==> config.mk <==
export PLATFORM = sky130hd
export DESIGN_NAME = rims_regs
export DESIGN_NICKNAME = d
export VERILOG_FILES = /design/src/rims_pkg.sv /design/src/rims_axil_slave.sv /design/src/rims_regs.sv
export SDC_FILE = /design/constraint.sdc
export NUM_CORES = 1
export LEC_CHECK = 0
export ABC_AREA = 0
export BUFFER_PORTS_ARGS = -buffer_cell sky130_fd_sc_hd__buf_4
export CAP_MARGIN = 20
export CORE_MARGIN = 2
export CORE_UTILIZATION = 43
export CTS_CLUSTER_DIAMETER = 30
export DETAILED_ROUTE_END_ITERATION = 7
export GPL_ROUTABILITY_DRIVEN = 0
export HOLD_SLACK_MARGIN = 0.05
export PLACE_DENSITY = 0.82
export SYNTH_ARGS = -nofsm -noshare
export SYNTH_HDL_FRONTEND = slang
export SYNTH_HIERARCHICAL = 1
export SYNTH_SLANG_ARGS = --single-unit
==> constraint.sdc <==
create_clock -name core_clk -period 2.2 [get_ports core_clk]
set_clock_uncertainty 0.1 [all_clocks]
set_input_delay 0.44 -clock core_clk [delete_from_list [all_inputs] [get_ports core_clk]]
set_output_delay 0.44 -clock core_clk [all_outputs]
set_load 0.05 [all_outputs]
==> src/rims_pkg.sv <==
// rims_pkg: shared constants, carriers and decode helpers for the
// rfid interrupt mask and receive status register bank.
// assumes a 32-bit axi4-lite bus with one register per aligned word.
package rims_pkg;

    ////////////////////////////////////////////////////////////////////
    // register indices, byte address is four times the index
    localparam logic [5:0] IDX_CAUSE = 6'h0c;
    localparam logic [5:0] IDX_MASK = 6'h0d;
    localparam logic [5:0] IDX_GAIN = 6'h0e;
    localparam logic [5:0] IDX_RSSI = 6'h0f;

    // values after reset or while the chip enable is low
    localparam logic [7:0] MASK_RST = 8'h37;
    localparam logic [7:0] CAUSE_RST = 8'h00;

    // cause and mask bit positions
    localparam int BIT_TX_END = 7;
    localparam int BIT_RX_START = 6;
    localparam int BIT_FIFO = 5;
    localparam int BIT_CRC = 4;
    localparam int BIT_HEADER = 3;
    localparam int BIT_SHORT = 2;
    localparam int BIT_PREAMBLE = 1;
    localparam int BIT_NORESP = 0;

    // fifo level limits for the level interrupt
    localparam logic [4:0] FIFO_LOW = 5'h06;
    localparam logic [4:0] FIFO_HIGH = 5'h12;

    // axi response codes
    localparam logic [1:0] RESP_OKAY = 2'h0;
    localparam logic [1:0] RESP_SLVERR = 2'h2;

    ////////////////////////////////////////////////////////////////////
    // receiver and transmitter events, same clock as the bank
    typedef struct packed {
        logic tx_start;
        logic tx_done;
        logic rx_start;
        logic rx_active;
        logic rx_done;
        logic rx_no_crc;
        logic crc_fail;
        logic header_err;
        logic preamble_err;
        logic no_resp;
    } rims_evt_t;

    // analog health flags, asynchronous to the bank
    typedef struct packed {
        logic rf_level_stable;
        logic pll_locked;
        logic osc_stable;
    } rims_health_t;

    // register write and read strobes from the bus slave
    typedef struct packed {
        logic en;
        logic [5:0] idx;
        logic [7:0] data;
    } rims_wr_t;

    typedef struct packed {
        logic en;
        logic [5:0] idx;
    } rims_rd_t;

    ////////////////////////////////////////////////////////////////////
    // byte address to register index
    function automatic logic [5:0] rims_idx(input logic [7:0] addr);
        return addr[7:2];
    endfunction : rims_idx

    // true for an index that holds a register
    function automatic logic rims_mapped(input logic [5:0] idx);
        return (idx >= IDX_CAUSE) && (idx <= IDX_RSSI);
    endfunction : rims_mapped

endpackage : rims_pkg

==> src/rims_axil_slave.sv <==
// rims_axil_slave: axi4-lite slave turning bus transfers into
// one-cycle register strobes for the bank.
// assumes the bank answers read data in the cycle of the strobe.
`timescale 1ns/1ns
module rims_axil_slave #(
    parameter int ADDR_W = 8
) (
    // clock and reset
    input wire logic core_clk,
    input wire logic rst,
    // write address and data
    input wire logic [ADDR_W-1:0] s_axi_awaddr,
    input wire logic s_axi_awvalid,
    output logic s_axi_awready,
    input wire logic [31:0] s_axi_wdata,
    input wire logic [3:0] s_axi_wstrb,
    input wire logic s_axi_wvalid,
    output logic s_axi_wready,
    // write response
    output logic [1:0] s_axi_bresp,
    output logic s_axi_bvalid,
    input wire logic s_axi_bready,
    // read address and data
    input wire logic [ADDR_W-1:0] s_axi_araddr,
    input wire logic s_axi_arvalid,
    output logic s_axi_arready,
    output logic [31:0] s_axi_rdata,
    output logic [1:0] s_axi_rresp,
    output logic s_axi_rvalid,
    input wire logic s_axi_rready,
    // register strobes
    output rims_pkg::rims_wr_t reg_wr,
    output rims_pkg::rims_rd_t reg_rd,
    input wire logic [7:0] rd_data
);

    typedef struct packed {
        logic awready;
        logic wready;
        logic aw_held;
        logic w_held;
        logic [5:0] widx;
        logic [7:0] wdata;
        logic wlane0;
        logic bvalid;
        logic [1:0] bresp;
        logic arready;
        logic rvalid;
        logic [31:0] rdata;
        logic [1:0] rresp;
    } rims_axs_t;

    rims_axs_t q;
    rims_axs_t d;
    logic do_wr;
    logic [5:0] ridx;

    ////////////////////////////////////////////////////////////////////
    // strobes towards the bank
    assign do_wr = q.aw_held & q.w_held & ~q.bvalid;
    assign ridx = rims_pkg::rims_idx(s_axi_araddr[7:0]);
    assign reg_wr = '{en: do_wr & q.wlane0, idx: q.widx, data: q.wdata};
    assign reg_rd = '{en: s_axi_arvalid & q.arready, idx: ridx};

    // next state of both channels
    always_comb
    begin
        d = q;
        if (s_axi_awvalid && q.awready)
        begin
            d.awready = 1'b0;
            d.aw_held = 1'b1;
            d.widx = rims_pkg::rims_idx(s_axi_awaddr[7:0]);
        end
        if (s_axi_wvalid && q.wready)
        begin
            d.wready = 1'b0;
            d.w_held = 1'b1;
            d.wdata = s_axi_wdata[7:0];
            d.wlane0 = s_axi_wstrb[0];
        end
        if (do_wr)
        begin
            d.aw_held = 1'b0;
            d.w_held = 1'b0;
            d.bvalid = 1'b1;
            d.bresp = rims_pkg::rims_mapped(q.widx) ?
                rims_pkg::RESP_OKAY : rims_pkg::RESP_SLVERR;
        end
        if (q.bvalid && s_axi_bready)
        begin
            d.bvalid = 1'b0;
            d.awready = 1'b1;
            d.wready = 1'b1;
        end
        if (reg_rd.en)
        begin
            d.arready = 1'b0;
            d.rvalid = 1'b1;
            if (rims_pkg::rims_mapped(ridx))
            begin
                d.rdata = {24'h000000, rd_data};
                d.rresp = rims_pkg::RESP_OKAY;
            end
            else
            begin
                d.rdata = 32'h00000000;
                d.rresp = rims_pkg::RESP_SLVERR;
            end
        end
        if (q.rvalid && s_axi_rready)
        begin
            d.rvalid = 1'b0;
            d.arready = 1'b1;
        end
    end

    // state register, ready high after reset
    always_ff @(posedge core_clk)
    begin
        if (rst)
        begin
            q <= '0;
            q.awready <= 1'b1;
            q.wready <= 1'b1;
            q.arready <= 1'b1;
        end
        else
        begin
            q <= d;
        end
    end

    // outputs straight from flops
    assign s_axi_awready = q.awready;
    assign s_axi_wready = q.wready;
    assign s_axi_bvalid = q.bvalid;
    assign s_axi_bresp = q.bresp;
    assign s_axi_arready = q.arready;
    assign s_axi_rvalid = q.rvalid;
    assign s_axi_rdata = q.rdata;
    assign s_axi_rresp = q.rresp;

endmodule : rims_axil_slave

==> src/rims_regs.sv <==
// rims_regs: interrupt cause, interrupt mask, gain and health status
// and signal strength registers of the rfid reader, on axi4-lite.
// assumes receiver events come on core_clk; health flags and the
// chip enable pin are asynchronous and are synchronised here.
//
// The AXI4-Lite slave port is this design's own decision.
`timescale 1ns/1ns
module rims_regs #(
    parameter int ADDR_W = 8,
    parameter int LEN_W = 16
) (
    // clock and reset
    input wire logic core_clk,
    input wire logic rst,
    // axi4-lite write address and data
    input wire logic [ADDR_W-1:0] s_axi_awaddr,
    input wire logic s_axi_awvalid,
    output logic s_axi_awready,
    input wire logic [31:0] s_axi_wdata,
    input wire logic [3:0] s_axi_wstrb,
    input wire logic s_axi_wvalid,
    output logic s_axi_wready,
    // axi4-lite write response
    output logic [1:0] s_axi_bresp,
    output logic s_axi_bvalid,
    input wire logic s_axi_bready,
    // axi4-lite read
    input wire logic [ADDR_W-1:0] s_axi_araddr,
    input wire logic s_axi_arvalid,
    output logic s_axi_arready,
    output logic [31:0] s_axi_rdata,
    output logic [1:0] s_axi_rresp,
    output logic s_axi_rvalid,
    input wire logic s_axi_rready,
    // chip enable pin
    input wire logic chip_en,
    // receiver and transmitter events
    input wire rims_pkg::rims_evt_t evt,
    input wire logic [4:0] fifo_level,
    input wire logic [LEN_W-1:0] rx_bit_cnt,
    input wire logic [LEN_W-1:0] rx_len_expect,
    // receiver status
    input wire logic [2:0] agc_level,
    input wire logic rx_chan_sel,
    input wire logic [3:0] rssi_i,
    input wire logic [3:0] rssi_q,
    // analog health flags
    input wire rims_pkg::rims_health_t health,
    // interrupt line
    output logic irq
);

    ////////////////////////////////////////////////////////////////////
    // whole state of the bank

    typedef struct packed {
        logic en_s1;
        logic en_s2;
        logic [2:0] hl_s1;
        logic [2:0] hl_s2;
        logic [7:0] mask;
        logic [7:0] cause;
        logic fifo_cond;
        logic sel;
        logic [3:0] str_q;
        logic [3:0] str_i;
        logic [2:0] agc;
        logic irq;
    } rims_state_t;

    rims_state_t q;
    rims_state_t d;

    rims_pkg::rims_wr_t reg_wr;
    rims_pkg::rims_rd_t reg_rd;
    logic [7:0] rd_data;

    logic fifo_hit;
    logic short_rx;
    logic [7:0] set_v;
    logic [7:0] clr_v;

    ////////////////////////////////////////////////////////////////////
    // bus slave

    rims_axil_slave #(
        .ADDR_W(ADDR_W)
    ) u_bus (
        .core_clk(core_clk),
        .rst(rst),
        .s_axi_awaddr(s_axi_awaddr),
        .s_axi_awvalid(s_axi_awvalid),
        .s_axi_awready(s_axi_awready),
        .s_axi_wdata(s_axi_wdata),
        .s_axi_wstrb(s_axi_wstrb),
        .s_axi_wvalid(s_axi_wvalid),
        .s_axi_wready(s_axi_wready),
        .s_axi_bresp(s_axi_bresp),
        .s_axi_bvalid(s_axi_bvalid),
        .s_axi_bready(s_axi_bready),
        .s_axi_araddr(s_axi_araddr),
        .s_axi_arvalid(s_axi_arvalid),
        .s_axi_arready(s_axi_arready),
        .s_axi_rdata(s_axi_rdata),
        .s_axi_rresp(s_axi_rresp),
        .s_axi_rvalid(s_axi_rvalid),
        .s_axi_rready(s_axi_rready),
        .reg_wr(reg_wr),
        .reg_rd(reg_rd),
        .rd_data(rd_data)
    );

    ////////////////////////////////////////////////////////////////////
    // event conditions

    // fifo level outside its comfort band
    assign fifo_hit = (fifo_level < rims_pkg::FIFO_LOW) ||
        (fifo_level > rims_pkg::FIFO_HIGH);

    // reception ended before the expected bit count
    assign short_rx = evt.rx_done && (rx_bit_cnt < rx_len_expect);

    // one set bit per event, same layout as the mask
    always_comb
    begin
        set_v = 8'h00;
        set_v[rims_pkg::BIT_TX_END] = evt.tx_done;
        set_v[rims_pkg::BIT_RX_START] = evt.rx_start;
        // rising edge of the level condition only
        set_v[rims_pkg::BIT_FIFO] = evt.rx_active & fifo_hit &
            ~q.fifo_cond;
        // no crc error when receiving without crc
        set_v[rims_pkg::BIT_CRC] = evt.crc_fail &
            ~evt.rx_no_crc;
        set_v[rims_pkg::BIT_HEADER] = evt.header_err;
        set_v[rims_pkg::BIT_SHORT] = short_rx;
        set_v[rims_pkg::BIT_PREAMBLE] = evt.preamble_err;
        set_v[rims_pkg::BIT_NORESP] = evt.no_resp;
    end

    // clear bits from a read of the cause register or a one written
    always_comb
    begin
        clr_v = 8'h00;
        if (reg_rd.en && (reg_rd.idx == rims_pkg::IDX_CAUSE))
        begin
            clr_v = 8'hff;
        end
        if (reg_wr.en && (reg_wr.idx == rims_pkg::IDX_CAUSE))
        begin
            clr_v = clr_v | reg_wr.data;
        end
    end

    ////////////////////////////////////////////////////////////////////
    // next state

    always_comb
    begin
        d = q;

        // two-flop synchronisers for the pins
        d.en_s1 = chip_en;
        d.en_s2 = q.en_s1;
        d.hl_s1 = health;
        d.hl_s2 = q.hl_s1;

        // level condition tracked only while receiving
        d.fifo_cond = evt.rx_active & fifo_hit;

        // gain level sampled every cycle
        d.agc = agc_level;

        // sticky causes, a set beats a clear in the same cycle
        d.cause = (q.cause & ~clr_v) | set_v;

        // mask write from software
        if (reg_wr.en && (reg_wr.idx == rims_pkg::IDX_MASK))
        begin
            d.mask = reg_wr.data;
        end

        // channel and strengths follow the receiver while it runs
        if (evt.rx_active || evt.rx_start)
        begin
            d.sel = rx_chan_sel;
            d.str_q = rssi_q;
            d.str_i = rssi_i;
        end
        else if (evt.tx_start)
        begin
            // stale after a new transmission begins
            d.sel = 1'b0;
            d.str_q = 4'h0;
            d.str_i = 4'h0;
        end

        // chip disabled: presets hold
        if (!q.en_s2)
        begin
            d.mask = rims_pkg::MASK_RST;
            d.cause = rims_pkg::CAUSE_RST;
            d.fifo_cond = 1'b0;
        end

        // line follows the next flags and mask; tx-end and rx-start
        // have no mask bit of their own and always interrupt
        d.irq = |(d.cause & d.mask) | d.cause[rims_pkg::BIT_TX_END] |
            d.cause[rims_pkg::BIT_RX_START];
    end

    ////////////////////////////////////////////////////////////////////
    // state register

    always_ff @(posedge core_clk)
    begin
        if (rst)
        begin
            q <= '0;
            q.mask <= rims_pkg::MASK_RST;
            q.cause <= rims_pkg::CAUSE_RST;
        end
        else
        begin
            q <= d;
        end
    end

    ////////////////////////////////////////////////////////////////////
    // read data mux

    always_comb
    begin
        rd_data = 8'h00;
        if (reg_rd.idx == rims_pkg::IDX_CAUSE)
        begin
            // value before the read clears it
            rd_data = q.cause;
        end
        else if (reg_rd.idx == rims_pkg::IDX_MASK)
        begin
            rd_data = q.mask;
        end
        else if (reg_rd.idx == rims_pkg::IDX_GAIN)
        begin
            // reserved top bit reads zero
            rd_data = {1'b0, q.agc, q.sel, q.hl_s2};
        end
        else if (reg_rd.idx == rims_pkg::IDX_RSSI)
        begin
            rd_data = {q.str_q, q.str_i};
        end
    end

    // interrupt line from its flop
    assign irq = q.irq;

endmodule : rims_regs

* Word-level counts from Yosys, hierarchy flattened
Index checks and enable logic that the tools add are counted.
Widths: inputs -> output; s select.
** Operators by class
- Add/subtract/negate cells :: 0
- Multipliers :: 0
- Divide/modulo/power cells :: 0
- Order comparisons :: 7
- Equality and inequality tests :: 6
- Shift-type cells :: 0
- Mux-type cells :: 12
- Bitwise gates (word level) :: 18
- Reductions and logical operators :: 18
** Operators with widths (number)
- $mux 8 :: 7
- $eq 6x4->1 const B :: 6
- $mux 9 :: 2
- $mux 17 :: 1
- $and 8x8->8 :: 2
- $lt 16x16->1 :: 1
- $or 8x8->8 :: 2
- $ge 6x4->1 const B :: 2
- $le 6x4->1 const B :: 2
- $logic_and 1x1->1 :: 10
- $mux 10 :: 1
- $not 8->8 :: 1
- $reduce_or 2->1 :: 4
- $reduce_or 8->1 :: 1
- $and 1x1->1 :: 7
- $gt 5x5->1 const B :: 1
- $lt 5x3->1 const B :: 1
- $not 1->1 :: 4
- $logic_or 1x1->1 :: 2
- $mux 2 :: 1
- $or 1x1->1 :: 2
- $reduce_bool 2->1 :: 1
** Storage, ports and cells
- Bits in registers :: 96
- Bits in latches :: 0
- Bits in writable memories :: 0
- Bits in read-only memories :: 0
- Input port bits :: 122
- Output and inout port bits :: 42
- Memories :: 0

* Longest topological paths before layout
Gate-level depths: netlist of the first run.
- Depth after elaboration :: 13
- Gate-level depth with buffers :: 10
- Mapped depth without buffers :: 8

* Hierarchy
Netlist of the first run, hierarchy kept.
** By module, submodules not included
- rims_regs :: instances 1, cells an instance 226, area each 2119.5 µm², sequential area each 760.7 µm²
- rims_axil_slave :: instances 1, cells an instance 196, area each 1626.6 µm², sequential area each 640.6 µm²

* Least setup slack after synthesis of the first run
Ideal clock, no wire load.
- Path kind :: register -> register
- From :: register u_bus.q (netlist bit u_bus/s_axi_arready)
- To :: register q (netlist bit irq)
- Arrival :: 2.298 ns
- Required time :: 1.977 ns
- Path slack :: -0.321 ns
- Stages on the path, launching flop included :: 10
- Buffers on the path :: 2
- Period minus slack after synthesis :: 2.521 ns
- Cells stage by stage :: dfxtp_1 > nand2_2 > inv_2 > buf_8 > or4b_4 > buf_6 > a32oi_2 > o22ai_1 > nor4_1 > o2bb2ai_1
** RTL lines
- start: declaration :: line rims_axil_slave.sv:53 : rims_axs_t q;
- end: declaration :: line rims_regs.sv:71 : rims_state_t q;

==> summary.txt, run 1 <==
Run status
  – Status: complete, no violations

Floorplanning
  – Initial Util: 0.4359
  – Die Height: 97.34 microns
  – # rows: 34
  – Core Box Area: 8593 sq um
  – Die footprint: 9474 sq um
  – I/O pins: 164
  – Die Width: 97.34 microns

Place
  – Port Buffer Count: 106
  – Post-detail-place hpwl: 6622 microns

Setup path
  – CP endpoint kind: flip-flop
  – Critical-path cell list: and3b_1 > and2_1 > and4b_2 > buf_6 > nand3_4 > a32oi_2 > o22ai_2 > nor4_2 > o2bb2ai_1
  – RR Endpoint: irq
  – R2R depth: 9
  – Worst Setup SP: u_bus/s_axi_bvalid
  – WS Path Type: flip-flop to flip-flop
  – Setup slack on the worst flop-to-flop path: 0.008 ns
  – Slowest CP cell: dfxtp_4
  – R2r startpoint: u_bus/s_axi_bvalid
  – Req. time, crit path: 2.32 ns
  – CP Capture Point: irq
  – Worst Setup Start Kind: flip-flop
  – WP data arrival: 2.31 ns
  – Critical path's largest stage delay: 0.34 ns
  – Crit Path Max Fanout: 5

Timing
  – RSZ-0062 raised after global routing: yes
  – Setup violators final: 0
  – Fin. Hold Viols: 0
  – Worst slew margin: 0.6064
  – Setup tns final: 0 ns
  – Final min period: 2.192 ns
  – Max Transition Viols Final: 0
  – Slew @ Worst Pin: 0.5883 ns
  – FMAX: 456.1 MHz
  – Fin crit share: 0.9965

Final layout
  – Fin nets: 643
  – Area grow syn2layout: 23.85%
  – Final Util: 0.5399
  – Inserted Diodes: 0
  – Ratio of cells with drive above 1 in the final layout: 0.3483

Synth
  – Post-Synth XOR/XNOR Area: 0
  – Most frequent cells after synthesis: 70 x dfxtp_1, 58 x buf_4, 54 x nand2_1
  – Dominant synthesized flop cell: dfxtp_1
  – Yosys cell types: 55
  – Asr flop ratio synth: 0
  – Seq cells post-synth: 70
  – Mux contribution to synthesized area: 0.06713
  – Synth Instances: 422
  – Largest family of logic cells by synthesized area: simple AND/OR/NAND/NOR gates
  – Simple-Gate Fraction of Synth Area: 0.2214
  – Synth Area per Inst: 8.877 sq um
  – Count leader, synth: dfxtp_1
  – Post-synthesis sequential area ratio: 0.3741
  – Adder-cell share of the synthesized area: 0.05010
  – Post-synth EDFFs: 0
  – Top cell type's share of synthesized area: 0.3741
  – Area contributors post-synth: dfxtp_1 37%, buf_4 12%, a21oi_1 5.6%, nand2_1 5.4%, ha_1 5.0%
  – Compound-Gate Fraction of Synth Area: 0.1179
  – Cell Area, Synth: 3746 sq um
  – YS warnings: 6
  – Area leader, netlist: dfxtp_1

Clocking
  – CTS tree: yes
  – Clk_lat worst skew: 0.34 ns
  – Root buffer cell: clkbuf_8
  – CTS max path bufs: 2
  – Num CTS Buffers: 9
  – CTS sink count: 70
  – Hold-fix buffers, CTS: 0
  – Clock slew at reported path FFs: 0.08 ns
  – H-tree depth: 3

Routing
  – DR DRC count: 0
  – Drt wl/cell: 13.32 microns
  – Iteration-0 DRC Markers: 218
  – DR vias: 3038
  – First-pass iteration count of the detailed router: 4
  – Final WL: 8242 microns
  – Final ANT Viol Nets: 0
  – Via-per-instance ratio: 4.908

Global routing
  – Tot GR Track Use: 0.1712
  – Gr ovfl total: 0
  – Initial antenna violation count: 0
  – First-pass GRT wire length: 13130 microns
  – Maximum number of pins on one net before global-route repair: 30
  – Vias in the first global route: 2879

Flow run
  – Max-Cap Viols: 0

Power
  – P_leak: 0.002091 uW
  – Max VDD drop: 0.3316 mV
  – Power Density: 645.8 nW/um^2

Worst hold path
  – Worst Hold Class: primary input to flip-flop
[cell type report]
class                      instances  area, sq um
clock inverter                     6        85.08
fill                             786         3954
sequential                        70         1409
timing repair buffer             121        913.4
clock buffer                      10        127.6
multi-input combinational        282         1887
inverter                          22        82.58
tap                              108        135.1
[power breakdown]
part / leakage [uW] / switching [uW] / internal (uW) / total, uW
Combinational: 0.00141 / 301 / 222 / 523
Sequential: 0.000574 / 39.4 / 1320 / 1360
Clock: 0.000111 / 478 / 639 / 1120
Total: 0.00209 / 818 / 2180 / 3000
[worst max-delay path, delay by kind of cell (launching register included)]
| kind | cells | cell delay, ns |
|---|---|---|
| AOI/OAI and AO/OA | 3 | 0.51 |
| buffers and inverters | 1 | 0.15 |
| DFF | 1 | 0.34 |
| and+or+nand+nor | 5 | 0.97 |
[per-stage QoR]
step           instance area, sq um  setup WS [ns]  cells  total power (uW)  hold slack (ns)
3_3_place_gp                   4342        -0.1323    600              1886           0.3240
4_1_cts                        4581       0.001605    617              3019           0.1981
6_report                       4639       0.007658    619              2996           0.2138
5_1_grt                        4639       -0.09168    619              3125           0.2087
2_1_floorplan                  3872       -0.02995    447              1769           0.3138
3_5_place_dp                   4342        -0.2303    600              1902           0.3339
[how the worst min path moves through the flow]
stage                     slack, ns  endpoint  cells past startpoint          from
after CTS                      0.20     d[30]                      2     health[0]
final                          0.21     d[30]                      2     health[0]
after global placement         0.32     q[30]                      1         d[30]
after global routing           0.21      q[2]                      2  agc_level[1]
after detailed placement       0.33     q[30]                      1         d[30]
after floorplan                0.31     q[30]                      1         d[30]
[kinds of logic (layout without fill, tap and decap cells)]
kind of cell / after synthesis / in the layout
and+or+nand+nor: 154 / 154
DFF: 70 / 70
AOI/OAI and AO/OA: 71 / 71
adders and majority gates: 15 / 15
buffers and inverters: 95 / 159
other: 1 / 26
muxes: 16 / 16
[what timing repair did]
| action | CTS | global route |
|---|---|---|
| endpoints found under the setup margin | 1 | 1 |
| setup buffers | 1 | 1 |
| pin swaps | 3 | 8 |
| gates resized for setup | 4 | 8 |
| gates cloned | 0 | 1 |
[sequential cells by signal (all words and copies together), names as in the netlist, 3 cells and up]
| name | flops |
|---|---|
| d | 4 |
| q | 33 |
| u_bus/q | 3 |
| u_bus/reg_wr | 14 |
| u_bus/s_axi_rdata | 8 |
[cell usage in the layout, fill, tap and decap left out, types with 2 or more instances in the layout]
cell type  instances
mux2_2             3
a211oi_2           2
nand3b_1           9
nand3_1           20
and2_1             2
and2b_2            7
nor2_1            25
nand3_4            2
nand4_1            2
buf_6              2
dfxtp_1           68
nand2_1           54
a31oi_1            3
buf_4            118
clkbuf_8           9
bufinv_16          2
mux4_2             7
mux2i_1            5
ha_1              15
clkinv_2           2
nor3_1             3
nand3_2            2
inv_1             21
o21ai_0            6
a31oi_2            2
a21oi_1           42
a32oi_2            2
nor2b_1           12
conb_1            26
a31oi_4            2
dfxtp_4            2
o2111ai_1          2
[routing by layer]
metal  wire length [microns]  track usage  vias up  share of wire
met1                    3485       0.2110     1385           0.42
met4                     153      0.06731        0          0.019
met5                       0            0        -              0
li1                        -            -     1526              -
met3                     538      0.03669       14          0.065
met2                    4065       0.2927      113           0.49
(Power assumes the default switching activity.)
==> inputs of run 2 (changes only) <==
--- a/config.mk
+++ b/config.mk
@@ -8,14 +8,13 @@
 export ABC_AREA = 0
 export BUFFER_PORTS_ARGS = -buffer_cell sky130_fd_sc_hd__buf_4
 export CAP_MARGIN = 20
-export CORE_MARGIN = 2
-export CORE_UTILIZATION = 43
+export CORE_UTILIZATION = 42
 export CTS_CLUSTER_DIAMETER = 30
 export DETAILED_ROUTE_END_ITERATION = 7
 export GPL_ROUTABILITY_DRIVEN = 0
 export HOLD_SLACK_MARGIN = 0.05
-export PLACE_DENSITY = 0.82
+export PLACE_DENSITY = 0.81
+export SLEW_MARGIN = 25
 export SYNTH_ARGS = -nofsm -noshare
 export SYNTH_HDL_FRONTEND = slang
-export SYNTH_HIERARCHICAL = 1
 export SYNTH_SLANG_ARGS = --single-unit
==> run 2 against run 1 <==
Net effect:
- sequential cell count is the same
- highest routed layer unchanged
- combinational power shrank 2%
- non-clock buffer count shrank 2
- setup slack gained 0.12 ns
- via count shrank 2.8%
- utilization grew 3.5 points
- global-route usage grew 2.7 points
- largest power group unchanged
- register-to-register slack gained 0.12 ns
- sequential share of layout area grew 0.51 points
==> summary.txt, run 2 <==
Final layout
  – Area grow syn2layout: 29.72% (was 23.85%)
  – Fillcell total: 668 (was 786)
  – Final Util: 0.5753 (was 0.5399)
  – Most common library cell in the layout ignoring fill and taps: buf_4 (unchanged)
  – Register Area: 1401 sq um (was 1409 sq um)
  – Most frequent cells in the layout: 118 x buf_4, 70 x dfxtp_1, 43 x nand2_1, 33 x a21oi_1, 27 x nor2_1 (was 118 x buf_4, 68 x dfxtp_1, 54 x nand2_1, 42 x a21oi_1, 26 x conb_1)
  – Area occupied by multi-input gates: 1777 sq um (was 1887 sq um)
  – Inserted Diodes: 0 (unchanged)
  – Largest Register: q (unchanged)
  – Largest register FFs: 33 (unchanged)
  – Fin nets: 624 (was 643)
  – Ratio of cells with drive above 1 in the final layout: 0.3293 (was 0.3483)

Worst hold path
  – WHS Path Cells: 2 (unchanged)
  – Worst Hold Class: primary input to flip-flop (unchanged)

Timing
  – Worst slew margin: 0.6614 (was 0.6064)
  – Max Transition Viols Final: 0 (unchanged)
  – Setup tns final: 0 ns (unchanged)
  – Setup violators final: 0 (unchanged)
  – Final min period: 2.074 ns (was 2.192 ns)
  – FMAX: 482.2 MHz (was 456.1 MHz)
  – Fin crit share: 0.9426 (was 0.9965)
  – Fin. Hold Viols: 0 (unchanged)
  – Slew @ Worst Pin: 0.5060 ns (was 0.5883 ns)
  – Final WS setup: 0.1262 ns (was 0.007658 ns)

Synth
  – Asr flop ratio synth: 0 (unchanged)
  – Dominant synthesized flop cell: dfxtp_1 (unchanged)
  – Synth Area per Inst: 9.110 sq um (was 8.877 sq um)
  – Area leader, netlist: dfxtp_1 (unchanged)
  – Area contributors post-synth: dfxtp_1 40%, buf_4 8.4%, ha_1 5.4%, a21oi_1 4.7%, nand2_1 4.6% (was dfxtp_1 37%, buf_4 12%, a21oi_1 5.6%, nand2_1 5.4%, ha_1 5.0%)
  – Synth Instances: 384 (was 422)
  – Cell Area, Synth: 3498 sq um (was 3746 sq um)
  – YS warnings: 0 (was 6)
  – Most frequent cells after synthesis: 70 x dfxtp_1, 43 x nand2_1, 39 x buf_4 (was 70 x dfxtp_1, 58 x buf_4, 54 x nand2_1)
  – Yosys cell types: 47 (was 55)
  – Post-synth EDFFs: 0 (unchanged)
  – Top cell type's share of synthesized area: 0.4006 (was 0.3741)
  – Post-synthesis sequential area ratio: 0.4006 (was 0.3741)
  – Seq cells post-synth: 70 (unchanged)
  – Count leader, synth: dfxtp_1 (unchanged)

Routing
  – Via-per-instance ratio: 4.973 (was 4.908)
  – DR DRC count: 0 (unchanged)
  – First-pass iteration count of the detailed router: 4 (unchanged)
  – Iteration-0 DRC Markers: 151 (was 218)
  – Final WL: 8380 microns (was 8242 microns)
  – Final ANT Viol Nets: 0 (unchanged)
  – Drt wl/cell: 14.11 microns (was 13.32 microns)
  – DR vias: 2954 (was 3038)

Clocking
  – Clock slew at reported path FFs: 0.07 ns (was 0.08 ns)
  – CTS sink count: 70 (unchanged)
  – Clk_lat worst skew: 0.35 ns (was 0.34 ns)
  – H-tree depth: 3 (unchanged)
  – Num CTS Buffers: 9 (unchanged)
  – Hold-fix buffers, CTS: 0 (unchanged)
  – CTS max path bufs: 2 (unchanged)
  – CTS tree: yes (unchanged)
  – Root buffer cell: clkbuf_8 (unchanged)

Setup path
  – WS Path Type: flip-flop to flip-flop (unchanged)
  – R2r startpoint: u_bus.reg_wr[13] (was u_bus/s_axi_bvalid)
  – Crit Path Max Fanout: 6 (was 5)
  – Worst Setup SP: u_bus.reg_wr[13] (was u_bus/s_axi_bvalid)
  – Worst Setup Start Kind: flip-flop (unchanged)
  – RR Endpoint: irq (unchanged)
  – Slowest CP cell: a2111oi_2 (was dfxtp_4)
  – R2R depth: 7 (was 9)
  – Setup slack on the worst flop-to-flop path: 0.13 ns (was 0.008 ns)
  – WP data arrival: 2.20 ns (was 2.31 ns)
  – Req. time, crit path: 2.33 ns (was 2.32 ns)
  – Critical path's largest stage delay: 0.36 ns (was 0.34 ns)
  – CP Capture Point: irq (unchanged)
  – CP Depth: 7 (was 9)
  – CP delay by family, top: compound AO/OA/AOI/OAI gates (was simple AND/OR/NAND/NOR gates)
  – Critical-path cell list: nand4bb_4 > nor3_4 > buf_12 > mux2i_2 > o22ai_2 > a2111oi_2 > o2bb2ai_1 (was and3b_1 > and2_1 > and4b_2 > buf_6 > nand3_4 > a32oi_2 > o22ai_2 > nor4_2 > o2bb2ai_1)
  – CP endpoint kind: flip-flop (unchanged)
  – Buf/Inv on CP: 1 (unchanged)

Global routing
  – First-pass GRT wire length: 13370 microns (was 13130 microns)
  – Gr ovfl total: 0 (unchanged)
  – Vias in the first global route: 2857 (was 2879)
  – Tot GR Track Use: 0.1984 (was 0.1712)
  – Maximum number of pins on one net before global-route repair: 52 (was 30)
  – Initial antenna violation count: 0 (unchanged)

Floorplanning
  – I/O pins: 164 (unchanged)
  – Die Width: 93.27 microns (was 97.34 microns)
  – Die Height: 93.27 microns (was 97.34 microns)
  – Core Box Area: 7888 sq um (was 8593 sq um)
  – # rows: 32 (was 34)
  – Initial Util: 0.4435 (was 0.4359)
  – Die footprint: 8698 sq um (was 9474 sq um)

Run status
  – Status: complete, no violations (unchanged)

Place
  – Port Buffer Count: 106 (unchanged)
  – DP Worst Slack: 0.0004108 ns (was -0.2303 ns)
  – Post-detail-place hpwl: 6368 microns (was 6622 microns)

Power
  – Max VDD drop: 0.3808 mV (was 0.3316 mV)
  – Power Density: 692.7 nW/um^2 (was 645.8 nW/um^2)
  – P_leak: 0.002048 uW (was 0.002091 uW)

Flow run
  – Max-Cap Viols: 0 (unchanged)
[run 2: area by class of cell]
class / count / area share
multi-input cells: 266 / 0.3915
flip-flops and latches: 70 / 0.3088
repair buffers: 119 / 0.1996
clock buffers: 11 / 0.03116
well taps: 102 / 0.02812
clock inverters: 5 / 0.02344
inverters: 21 / 0.01737
[run 2: stage by stage]
step	total power [uW]	instances	instance area [sq um]	hold slack [ns]
after detailed placement	1898	577	4257	0.3212
after global placement	1882	577	4257	0.3223
after global routing	3274	594	4538	0.1889
after floorplan	1737	409	3592	0.3138
after CTS	3156	593	4504	0.1899
final	3144	594	4538	0.1995
[run 2: cell families (layout without fill, tap and decap cells)]
group	after synthesis	after routing	share of synthesized area
buffers and inverters	73	156	0.1223
adders and majority gates	15	15	0.05365
other	1	26	0.001072
DFF	70	70	0.4006
AOI/OAI and AO/OA	66	66	0.1241
muxes	17	17	0.07475
and+or+nand+nor	142	142	0.2235
[run 2: worst min path at each step]
| stage | slack (ns) | startpoint | end |
|---|---|---|---|
| 5_1_grt | 0.19 | health[1] | d[31] |
| 3_3_place_gp | 0.32 | d[32] | q[32] |
| 6_report | 0.20 | health[2] | d[32] |
| 3_5_place_dp | 0.32 | d[32] | q[32] |
| 2_1_floorplan | 0.31 | d[30] | q[30] |
| 4_1_cts | 0.19 | health[2] | d[32] |
[run 2: where the power goes]
part	internal, uW	leakage (uW)	switching (uW)	total, uW
Sequential	1320	0.000574	40.0	1360
Clock	786	0.000120	484	1270
Combinational	218	0.00135	297	515
Total	2320	0.00205	821	3140
[run 2: timing repair]
item                       CTS  global route
resized for setup            0             5
setup endpoints to repair    0             1
setup buffers                0             1
[run 2: metal layers]
layer,GRT usage,wire (microns),up-vias
met5,0,0,-
met4,0.06795,146,0
met3,0.04878,494,12
met2,0.3536,4395,100
met1,0.2307,3344,1373
li1,-,-,1469
